--- src/bch_defines.svh ---
// Constants of the bus-cycle handshake: widths, address map and storage sizes.
// Assumes inclusion by bare name from every file that needs them.
`ifndef BCH_DEFINES_SVH
`define BCH_DEFINES_SVH

`define BCH_DW          32
`define BCH_AW          32
`define BCH_SELW        4
`define BCH_GRAN        8
`define BCH_FIFO_DEPTH  32
`define BCH_MEM_WORDS   16
`define BCH_MEM_IDX_LSB 2
`define BCH_MEM_IDX_W   4
`define BCH_MEM_TOP_LSB 6
`define BCH_STREAM_ADR  32'h0000_0100
`define BCH_LEVEL_ADR   32'h0000_0104
`define BCH_LEN_W       4
`define BCH_ADR_STEP    32'h0000_0004
`define BCH_RST_DAT     32'h0000_0000

`endif

--- src/bch_pkg.sv ---
// Types of the bus-cycle handshake: command kinds and states for the master end, regions for the slave end.
// Assumes nothing of its surroundings.
package bch_pkg;

    typedef enum logic [1:0] {
        BCH_SINGLE,
        BCH_BLOCK,
        BCH_RMW
    } bch_kind_t;

    typedef enum logic [1:0] {
        BCH_REG_MEM,
        BCH_REG_STREAM,
        BCH_REG_LEVEL,
        BCH_REG_NONE
    } bch_region_t;

    typedef enum logic [1:0] {
        BCH_M_IDLE,
        BCH_M_RUN,
        BCH_M_NEXT
    } bch_mstate_t;

endpackage

--- src/bch_bus_if.sv ---
// Point-to-point bus between one master end and one slave end.
// Assumes both ends run on the same clock; all signals are one-way.
`timescale 1ns/1ps
`include "bch_defines.svh"

interface bch_bus_if;
    logic                   cyc;
    logic                   stb;
    logic                   we;
    logic [`BCH_SELW-1:0]   sel;
    logic [`BCH_AW-1:0]     adr;
    logic [`BCH_DW-1:0]     dat_m2s;
    logic [`BCH_DW-1:0]     dat_s2m;
    logic                   ack;

    modport master (
        output cyc,
        output stb,
        output we,
        output sel,
        output adr,
        output dat_m2s,
        input  dat_s2m,
        input  ack
    );

    modport slave (
        input  cyc,
        input  stb,
        input  we,
        input  sel,
        input  adr,
        input  dat_m2s,
        output dat_s2m,
        output ack
    );
endinterface

--- src/bch_slave_end.sv ---
// Slave end: arbiter, 16-word byte-selectable memory, stream FIFO and level register.
// Assumes a master on the bus interface and a local requester on the same clock.
`timescale 1ns/1ps
`include "bch_defines.svh"

module bch_fifo #(
    parameter int W = `BCH_DW,
    parameter int D = `BCH_FIFO_DEPTH
) (
    input  wire logic                 core_clk,
    input  wire logic                 rst,
    input  wire logic                 ce,
    input  wire logic                 in_valid,
    output logic                      in_ready,
    input  wire logic [W-1:0]         in_data,
    output logic                      out_valid,
    input  wire logic                 out_ready,
    output logic [W-1:0]              out_data,
    output logic [$clog2(D):0]        level
);
    localparam int AW = $clog2(D);

    logic [W-1:0]  mem_q [D];
    logic [AW-1:0] wr_q;
    logic [AW-1:0] rd_q;
    logic [AW:0]   cnt_q;
    logic          push;
    logic          pop;

    assign in_ready  = cnt_q != D[AW:0];
    assign out_valid = cnt_q != '0;
    assign out_data  = mem_q[rd_q];
    assign level     = cnt_q;
    assign push      = in_valid & in_ready;
    assign pop       = out_valid & out_ready;

    always_ff @(posedge core_clk) begin
        if (ce && push) begin
            mem_q[wr_q] <= in_data;
        end
    end

    always_ff @(posedge core_clk) begin
        if (rst) begin
            wr_q  <= '0;
            rd_q  <= '0;
            cnt_q <= '0;
        end else if (ce) begin
            if (push) begin
                wr_q <= wr_q + AW'(1);
            end
            if (pop) begin
                rd_q <= rd_q + AW'(1);
            end
            if (push && !pop) begin
                cnt_q <= cnt_q + (AW+1)'(1);
            end else if (pop && !push) begin
                cnt_q <= cnt_q - (AW+1)'(1);
            end
        end
    end
endmodule

module bch_slave_end
    import bch_pkg::*;
#(
    parameter bit BIG_ENDIAN_BUS = 1'b0
) (
    input  wire logic                 core_clk,
    input  wire logic                 rst,
    input  wire logic                 ce,
    bch_bus_if.slave                  bus,
    input  wire logic                 loc_cyc,
    output logic                      loc_grant,
    output logic                      out_valid,
    input  wire logic                 out_ready,
    output logic [`BCH_DW-1:0]        out_data
);
    // Addresses above the memory window select the stream and level words.
    function automatic bch_region_t decode(input logic [`BCH_AW-1:0] a);
        if (a[`BCH_AW-1:`BCH_MEM_TOP_LSB] == '0) begin
            return BCH_REG_MEM;
        end else if (a == `BCH_STREAM_ADR) begin
            return BCH_REG_STREAM;
        end else if (a == `BCH_LEVEL_ADR) begin
            return BCH_REG_LEVEL;
        end else begin
            return BCH_REG_NONE;
        end
    endfunction

    logic [`BCH_DW-1:0]              mem_q [`BCH_MEM_WORDS];
    logic [`BCH_DW-1:0]              rdat_q;
    logic                            ack_q;
    logic                            busy_q;
    logic                            owner_q;
    logic                            bus_grant;
    logic                            acc;
    logic                            ok;
    logic                            fifo_in_ready;
    logic [$clog2(`BCH_FIFO_DEPTH):0] fifo_level;
    logic [`BCH_SELW-1:0]            sel_le;
    logic [`BCH_DW-1:0]              wdat_le;
    logic [`BCH_MEM_IDX_W-1:0]       idx;
    bch_region_t                     region;

    // Byte order is fixed at build time, so the lane swap is only wiring.
    for (genvar i = 0; i < `BCH_SELW; i++) begin : g_lane
        localparam int J = BIG_ENDIAN_BUS ? (`BCH_SELW - 1 - i) : i;
        assign sel_le[i] = bus.sel[J];
        assign wdat_le[i*`BCH_GRAN +: `BCH_GRAN] = bus.dat_m2s[J*`BCH_GRAN +: `BCH_GRAN];
        assign bus.dat_s2m[J*`BCH_GRAN +: `BCH_GRAN] = rdat_q[i*`BCH_GRAN +: `BCH_GRAN];
    end

    assign bus_grant = busy_q & ~owner_q;
    assign loc_grant = busy_q & owner_q;
    assign region    = decode(bus.adr);
    // Operands never exceed the port width, so the word index needs no remapping.
    assign idx       = bus.adr[`BCH_MEM_IDX_LSB +: `BCH_MEM_IDX_W];
    assign acc       = bus.cyc & bus.stb & bus_grant & ~ack_q;
    assign ok        = ~(bus.we && region == BCH_REG_STREAM) | fifo_in_ready;
    assign bus.ack   = ack_q;

    // The owner keeps the grant while its cycle line stays high.
    always_ff @(posedge core_clk) begin
        if (rst) begin
            busy_q  <= 1'b0;
            owner_q <= 1'b0;
        end else if (ce) begin
            if (busy_q) begin
                if (owner_q ? !loc_cyc : !bus.cyc) begin
                    busy_q <= 1'b0;
                end
            end else if (bus.cyc) begin
                busy_q  <= 1'b1;
                owner_q <= 1'b0;
            end else if (loc_cyc) begin
                busy_q  <= 1'b1;
                owner_q <= 1'b1;
            end
        end
    end

    // Acknowledge follows one edge after the access is decoded and accepted.
    always_ff @(posedge core_clk) begin
        if (rst) begin
            ack_q <= 1'b0;
        end else if (ce) begin
            ack_q <= acc & ok;
        end
    end

    always_ff @(posedge core_clk) begin
        if (rst) begin
            rdat_q <= `BCH_RST_DAT;
        end else if (ce && acc && !bus.we) begin
            case (region)
                BCH_REG_MEM:    rdat_q <= mem_q[idx];
                BCH_REG_STREAM,
                BCH_REG_LEVEL:  rdat_q <= `BCH_DW'(fifo_level);
                default:        rdat_q <= `BCH_RST_DAT;
            endcase
        end
    end

    // Each byte of each word has its own process, so no two processes share a target.
    for (genvar w = 0; w < `BCH_MEM_WORDS; w++) begin : g_mem_word
        for (genvar b = 0; b < `BCH_SELW; b++) begin : g_mem_lane
            always_ff @(posedge core_clk) begin
                if (rst) begin
                    mem_q[w][b*`BCH_GRAN +: `BCH_GRAN] <= '0;
                end else if (ce && acc && bus.we && region == BCH_REG_MEM && sel_le[b]
                             && idx == `BCH_MEM_IDX_W'(w)) begin
                    mem_q[w][b*`BCH_GRAN +: `BCH_GRAN] <= wdat_le[b*`BCH_GRAN +: `BCH_GRAN];
                end
            end
        end
    end

    bch_fifo #(
        .W (`BCH_DW),
        .D (`BCH_FIFO_DEPTH)
    ) u_fifo (
        .core_clk  (core_clk),
        .rst       (rst),
        .ce        (ce),
        .in_valid  (acc & bus.we & (region == BCH_REG_STREAM)),
        .in_ready  (fifo_in_ready),
        .in_data   (wdat_le),
        .out_valid (out_valid),
        .out_ready (out_ready),
        .out_data  (out_data),
        .level     (fifo_level)
    );
endmodule

--- src/flat_wrapper.sv ---
// flat-port wrapper written by rule: the top's interface ports become plain ports
module bch_slave_end_flat import bch_pkg::*;
#(
    parameter bit BIG_ENDIAN_BUS = 1'b0
)
  (core_clk, rst, ce, loc_cyc, loc_grant, out_valid, out_ready, out_data, bus_cyc, bus_stb, bus_we, bus_sel, bus_adr, bus_dat_m2s, bus_dat_s2m, bus_ack);
  bch_bus_if bus_i ();
  input  wire logic core_clk;
  input  wire logic rst;
  input  wire logic ce;
  input  wire logic loc_cyc;
  output logic loc_grant;
  output logic out_valid;
  input  wire logic out_ready;
  output logic [`BCH_DW-1:0] out_data;
  input wire logic [$bits(bus_i.cyc)-1:0] bus_cyc;
  input wire logic [$bits(bus_i.stb)-1:0] bus_stb;
  input wire logic [$bits(bus_i.we)-1:0] bus_we;
  input wire logic [$bits(bus_i.sel)-1:0] bus_sel;
  input wire logic [$bits(bus_i.adr)-1:0] bus_adr;
  input wire logic [$bits(bus_i.dat_m2s)-1:0] bus_dat_m2s;
  output wire logic [$bits(bus_i.dat_s2m)-1:0] bus_dat_s2m;
  output wire logic [$bits(bus_i.ack)-1:0] bus_ack;
  assign bus_i.cyc = bus_cyc;
  assign bus_i.stb = bus_stb;
  assign bus_i.we = bus_we;
  assign bus_i.sel = bus_sel;
  assign bus_i.adr = bus_adr;
  assign bus_i.dat_m2s = bus_dat_m2s;
  assign bus_dat_s2m = bus_i.dat_s2m;
  assign bus_ack = bus_i.ack;
  bch_slave_end #(.BIG_ENDIAN_BUS(BIG_ENDIAN_BUS)) u_core (.core_clk(core_clk), .rst(rst), .ce(ce), .bus(bus_i), .loc_cyc(loc_cyc), .loc_grant(loc_grant), .out_valid(out_valid), .out_ready(out_ready), .out_data(out_data));
endmodule
--- config.mk ---
export PLATFORM = sky130hd
export DESIGN_NAME = bch_slave_end_flat
export DESIGN_NICKNAME = d
export VERILOG_FILES = /design/src/bch_pkg.sv /design/src/bch_bus_if.sv /design/src/bch_slave_end.sv /design/src/flat_wrapper.sv
export VERILOG_INCLUDE_DIRS = /design/src
export SDC_FILE = /design/constraint.sdc
export NUM_CORES = 2
export LEC_CHECK = 0
export BUFFER_PORTS_ARGS = -buffer_cell sky130_fd_sc_hd__buf_2
export CORE_ASPECT_RATIO = 1.1
export CORE_MARGIN = 2
export CORE_UTILIZATION = 50
export CTS_CLUSTER_SIZE = 40
export DETAILED_ROUTE_END_ITERATION = 10
export PLACE_DENSITY_LB_ADDON = 0.05
export SYNTH_ARGS = -nofsm -noshare
export SYNTH_HDL_FRONTEND = slang
export SYNTH_SLANG_ARGS = --single-unit
export TNS_END_PERCENT = 10
--- constraint.sdc ---
create_clock -name core_clk -period 4 [get_ports core_clk]
set_input_delay 0.2 -clock core_clk [delete_from_list [all_inputs] [get_ports core_clk]]
set_output_delay 0.2 -clock core_clk [all_outputs]
set_load 0.1 [all_outputs]
# Word level (Yosys, flattened, before mapping)
# Memory sizes are Yosys's and may differ from the RTL's. A register that Yosys moved wholly into a read port is not among the register bits.
# Cells that the tools add are included.
[classes]
add_sub_neg = 4
n_eq_ne = 20
mux = 275
bitwise = 79
n_reduce_logical = 92
[op_table]
columns = ["cell", "n"]
rows = [
  ["two-way mux 8 bit", 64],
  ["two-way mux 1 bit", 204],
  ["logical AND 1 bit", 76],
  ["bitwise OR 1 bit", 65],
  ["equality test 32 x 9 -> 1 bit, second input constant", 2],
  ["one-hot mux 32 bit (2 select lines)", 1],
  ["equality test 4 bit, second input constant", 8],
  ["logical NOT 26 bit", 1],
  ["equality test 4 x 3 -> 1 bit, second input constant", 4],
  ["two-way mux 6 bit", 2],
  ["adder 5 x 1 -> 5 bit, second input constant", 2],
  ["bitwise AND 1 bit", 10],
  ["two-way mux 5 bit", 2],
  ["equality test 4 x 2 -> 1 bit, second input constant", 2],
  ["adder 6 x 1 -> 6 bit, second input constant", 1],
  ["inequality test 6 bit, second input constant", 1],
  ["AND reduction 2 bit", 3],
  ["nonzero test 6 bit", 1],
  ["subtractor 6 x 1 -> 6 bit, second input constant", 1],
  ["logical NOT 1 bit", 5],
  ["equality test 4 x 1 -> 1 bit, second input constant", 1],
  ["logical NOT 4 bit", 1],
  ["two-way mux 2 bit", 2],
  ["NOT 1 bit", 4],
  ["6 further kinds", 7],
]
[word_totals]
ff_bits = 51
ram_bits = 1536
inputBits = 76
output_inout_bits = 67
mem_count = 2
[memory_table]
columns = ["memory", "words", "width", "rd", "rd_ports_with_merged_regs", "wr", "line_no", "source"]
rows = [
  ["u_core.u_fifo.mem_q", 32, 32, 1, 1, 1, "bch_slave_end.sv:23", "logic [W-1:0] mem_q [D];"],
  ["u_core.mem_q", 16, 32, 1, 0, 16, "bch_slave_end.sv:92", "logic [`BCH_DW-1:0] mem_q [`BCH_MEM_WORDS];"],
]

# Longest topological paths before layout
[depth]
word_depth = 13
mapped_depth = 18
depth_no_buf = 15

# Modules after synthesis
# A second synthesis with hierarchy kept.
[unflattened]
hier_cells = 3743
area_unflattened_um2 = 65391.5
[by_module_without_submodules]
columns = ["mod", "n_inst", "cells_per_inst", "area_per_inst_um2", "seq_area_each_um2"]
rows = [
  ["bch_fifo", 1, 2057, 40418.8, 31169.9],
  ["bch_slave_end", 1, 1686, 24972.7, 16075.4],
]

# Least setup slack after synthesis
# OpenSTA, ideal clock, no wires.
[synth_timing]
path_type = "input to register"
start = "input bus_adr[2]"
end = "memory u_core.u_fifo.mem_q[23][0] (netlist name), enable pin"
setup_ns = 0.421
arrival_time_ns = 3.794
path_slack_ns = -0.215
stages = 12
n_path_buf = 4
cell_sequence = "buf_2 -> buf_2 -> buf_2 -> nor2_1 -> nand2_1 -> o31ai_1 -> and2_1 -> ha_1 -> nand4_1 -> or4bb_1 -> buf_2 -> nor2_1"
[synth_between]
elab_chain_cells = 10
word_cells_on_any_way = 11
[synth_lines]
columns = ["element", "line_no", "source"]
rows = [
  ["from (decl)", "flat_wrapper.sv:20", "input wire logic [$bits(bus_i.adr)-1:0] bus_adr;"],
  ["equality test 32 x 9 -> 1 bit (no line)", "-", ""],
  ["two-way mux 1 bit", "bch_slave_end.sv:85", "end else if (a == `BCH_LEVEL_ADR) begin"],
  ["two-way mux 2 bit (*)", "bch_slave_end.sv:83", "end else if (a == `BCH_STREAM_ADR) begin"],
  ["two-way mux 2 bit (*)", "bch_slave_end.sv:81", "if (a[`BCH_AW-1:`BCH_MEM_TOP_LSB] == '0) begin"],
  ["equality test 2 x 1 -> 1 bit (*)", "bch_slave_end.sv:187", ".in_valid (acc & bus.we & (region == BCH_REG_STREAM)),"],
  ["bitwise AND 1 bit (*)", "bch_slave_end.sv:187", ""],
  ["bitwise AND 1 bit (*)", "bch_slave_end.sv:34", "assign push = in_valid & in_ready;"],
  ["logical AND 1 bit (*)", "bch_slave_end.sv:38", "if (ce && push) begin"],
  ["two-way mux 1 bit (*)", "bch_slave_end.sv:38", ""],
  ["two-way mux 1 bit (implied by the code) (*)", "bch_slave_end.sv:39", "mem_q[wr_q] <= in_data;"],
  ["to (decl)", "bch_slave_end.sv:23", ""],
]
# Every way passes the cells marked *; elsewhere a longest branch is shown, timed or not.

==> flow_summary.toml <==
[clock_network]
numCtsBuffers = 160
clk_pin_slew_ns = 0.06
cts_htree_levels = 4
insertion_delay_ns = 0.81
cts_setup_buffers = 0
clock_path_buffers = 3
root_buffer = "clkbuf_16"
cts_resized = 0
cts_hold_buf = 11
cts.sink_count = 1592
cts_tree = "yes"

[power]
cellLeakagePower_nw = 23.88
p_switching_mw = 7.297
total_power_mw = 34.87
peakVddDrop_mv = 0.4550
seqPwrFrac = 0.534
p_int_mw = 27.57
clockPowerShare = 0.436
switching_share = 0.2093
powerDensity_nw_per_um2 = 470.2
p_comb_frac = 0.029

[synthesis]
ys.flop_type = "edfxtp_1"
synth-edff-count = 1536
yosysTopAreaCell = "edfxtp_1"
synth_nets = 3348
yosys-top-cells-area = "edfxtp_1, mux4_2, and2_1, dfxtp_1, clkbuf_1"
synth_seq_cells = 1592
synth_area_sq_um = 64500
yosysSeqAreaShare = 0.7325
async_flop_share = 0
synth.avg_cell_area_sq_um = 19.80
synthDistinctLibCells = 49
synth_cells = 3258
yosys_warnings = 0
synth_top_area_frac = 0.7151

[detailed_routing]
ant_nets = 0
totalWireLength_um = 163400
post_drt_via_cell_ratio = 6.043
drtPass1Iterations = 5
dr_total_vias = 32610
wl_per_cell_um = 30.28
first_iter_violations = 3169
drc = 0

[finish]
drive_above_1_share = 0.2949
synthToLayoutAreaGrowth_pct = 14.97
final_cell_area_sq_um = 74150
final_cell_mix = "edfxtp_1, and2_1, mux4_2, clkbuf_16, buf_4"
final_common_cell = "edfxtp_1"
nNetsFinal = 3669

[grt]
grt_use_total = 0.2521
gr-total-overflow = 0
grt_first_pass_wirelength_um = 239600
grt_max_degree = 137
grt_pass1_vias = 34000
antenna_found_initial = 8

[setup_path]
slowest_delay_ns = 0.55
path_class = "flip-flop to output pin"
critPathRequiredTime_ns = 3.80
crit_chain = "buf_12 > buf_12 > mux4_2 > mux4_2 > mux2_2 > buf_2"
worst_setup_path_end_kind = "output pin"
cp.arrival_ns = 3.61
cpMaxStageDelayCell = "mux4_2"
crit_path_max_fanout = 36
worst-path-buf-inv = 3
cp-start-kind = "flip-flop"
cp_top_family = "multiplexers"

[sta]
relSlewSlack = 0.2228
fmax_mhz = 262.7
hold_viol_final = 0
clock_skew_ns = 0.02360
setup_viol = 0
min_period_ns = 3.806
fin_crit_sh = 0.9516
slew_violations = 0
rsz0062_at_grt = "false"
finalSetupTns_ns = 0
worst_slew_pin_slew_ns = 1.166

[placed_design]
placement.io_buffers = 142
dpl_cell_area_sq_um = 68680
place_hpwl_um = 100700
gp_congestion = 0.8389

[floorplan]
floorplan.initialDensity = 0.5028
die-height_um = 380.7
die_w_um = 346.5
core_area_sq_um = 128300
io_pins = 143
design.die.area_sq_um = 131900
rows = 138

[worst_hold_path]
hp-class = "primary input to flip-flop"

[run_status]
status = "completed"

[job]
drv_cap = 0
==> synth_stat cells (all sizes together), types with 7 or more instances <==
library cell / number
mux4: 445
o21ai: 72
mux2: 33
a21oi: 38
nor2b: 9
clkbuf: 118
ha: 13
or3: 7
nor2: 118
nand2: 41
buf: 64
edfxtp: 1536
nand3: 17
a22o: 7
and2: 516
a21o: 27
a22oi: 55
nor4: 7
dfxtp: 56
and3: 7
nand4: 9
inv: 11
mux2i: 10
==> path summary, 6_finish.rpt <==
kind	start	end	slack [ns]	depth (start not counted)
setup reg to reg	u_core.busy_q	u_core.mem_q[14][4]	0.79	6
hold reg to reg	u_core.bus.dat_s2m[15]	u_core.bus.dat_s2m[15]	0.45	1
hold / removal	bus_dat_m2s[28]	u_core.u_fifo.mem_q[15][28]	0.05	2
setup / recovery	flip-flop	out_data[10]	0.19	6
==> registers in the layout, summed over array words and instances (netlist names), named ones only <==
signal,cells
u_core.u_fifo.mem_q,1024
u_core.mem_q,512
u_core.bus.dat_s2m,32
u_core.u_fifo.level,6
u_core.u_fifo.rd_q,5
u_core.u_fifo.wr_q,5
u_core.bus.ack,1
u_core.busy_q,1
u_core.owner_q,1
==> layout make-up <==
class	count	area, sq um
Multi-Input combinational cell	1473	16640
Sequential cell	1592	47260
Clock inverter	100	1131
Inverter	11	41.29
Fill cell	9403	54140
Timing Repair Buffer	341	2748
Tap cell	1680	2102
Clock buffer	193	4219
Antenna cell	6	15.01
==> power groups by stage <==
stage / combinational (mW) / clock [mW] / sequential (mW)
floorplan: 0.488 / 0 / 18.9
global placement: 1.01 / 0 / 19.0
detailed placement: 1.03 / 0 / 19.0
CTS: 1.04 / 15.5 / 18.6
global route: 1.09 / 16.1 / 18.6
finish: 1.03 / 15.2 / 18.6
==> logic make-up (layout without fill, tap and decap cells) <==
kind of cell             after synthesis  count (layout)  share of synthesized area
flip-flops                          1592            1592                     0.7325
AND/OR/NAND/NOR                      749             749                    0.06656
multiplexers                         488             488                     0.1627
AO/OA/AOI/OAI                        218             218                    0.02130
buffers and inverters                193             645                    0.01360
adder cells (fa/ha/maj)               14              14                   0.002832
XOR/XNOR                               4               4                  0.0005433
other                                  0               6                          0
==> stage by stage <==
stage | utilization | hold WS [ns] | cells | setup WS, ns
final | 0.5780 | 0.04994 | 5396 | 0.1937
after global routing | 0.5779 | 0.05150 | 5390 | 0.01857
after CTS | 0.5779 | 0.009396 | 5390 | 0.08658
after detailed placement | 0.5353 | 0.4365 | 5086 | 0.4547
after global placement | 0.5353 | 0.4302 | 5086 | 0.4806
after floorplan | - | 0.2989 | 3258 | -0.2151
==> metal layers <==
metal,GRT usage,wire length [um],vias to the layer above,share of wire
met5,0,0,-,0
met4,0.07601,4434,0,0.027
met3,0.03384,8628,225,0.053
met2,0.4289,84200,1167,0.52
met1,0.3415,66130,17430,0.40
li1,-,-,13780,-
Power figures use the tool's default switching activity.
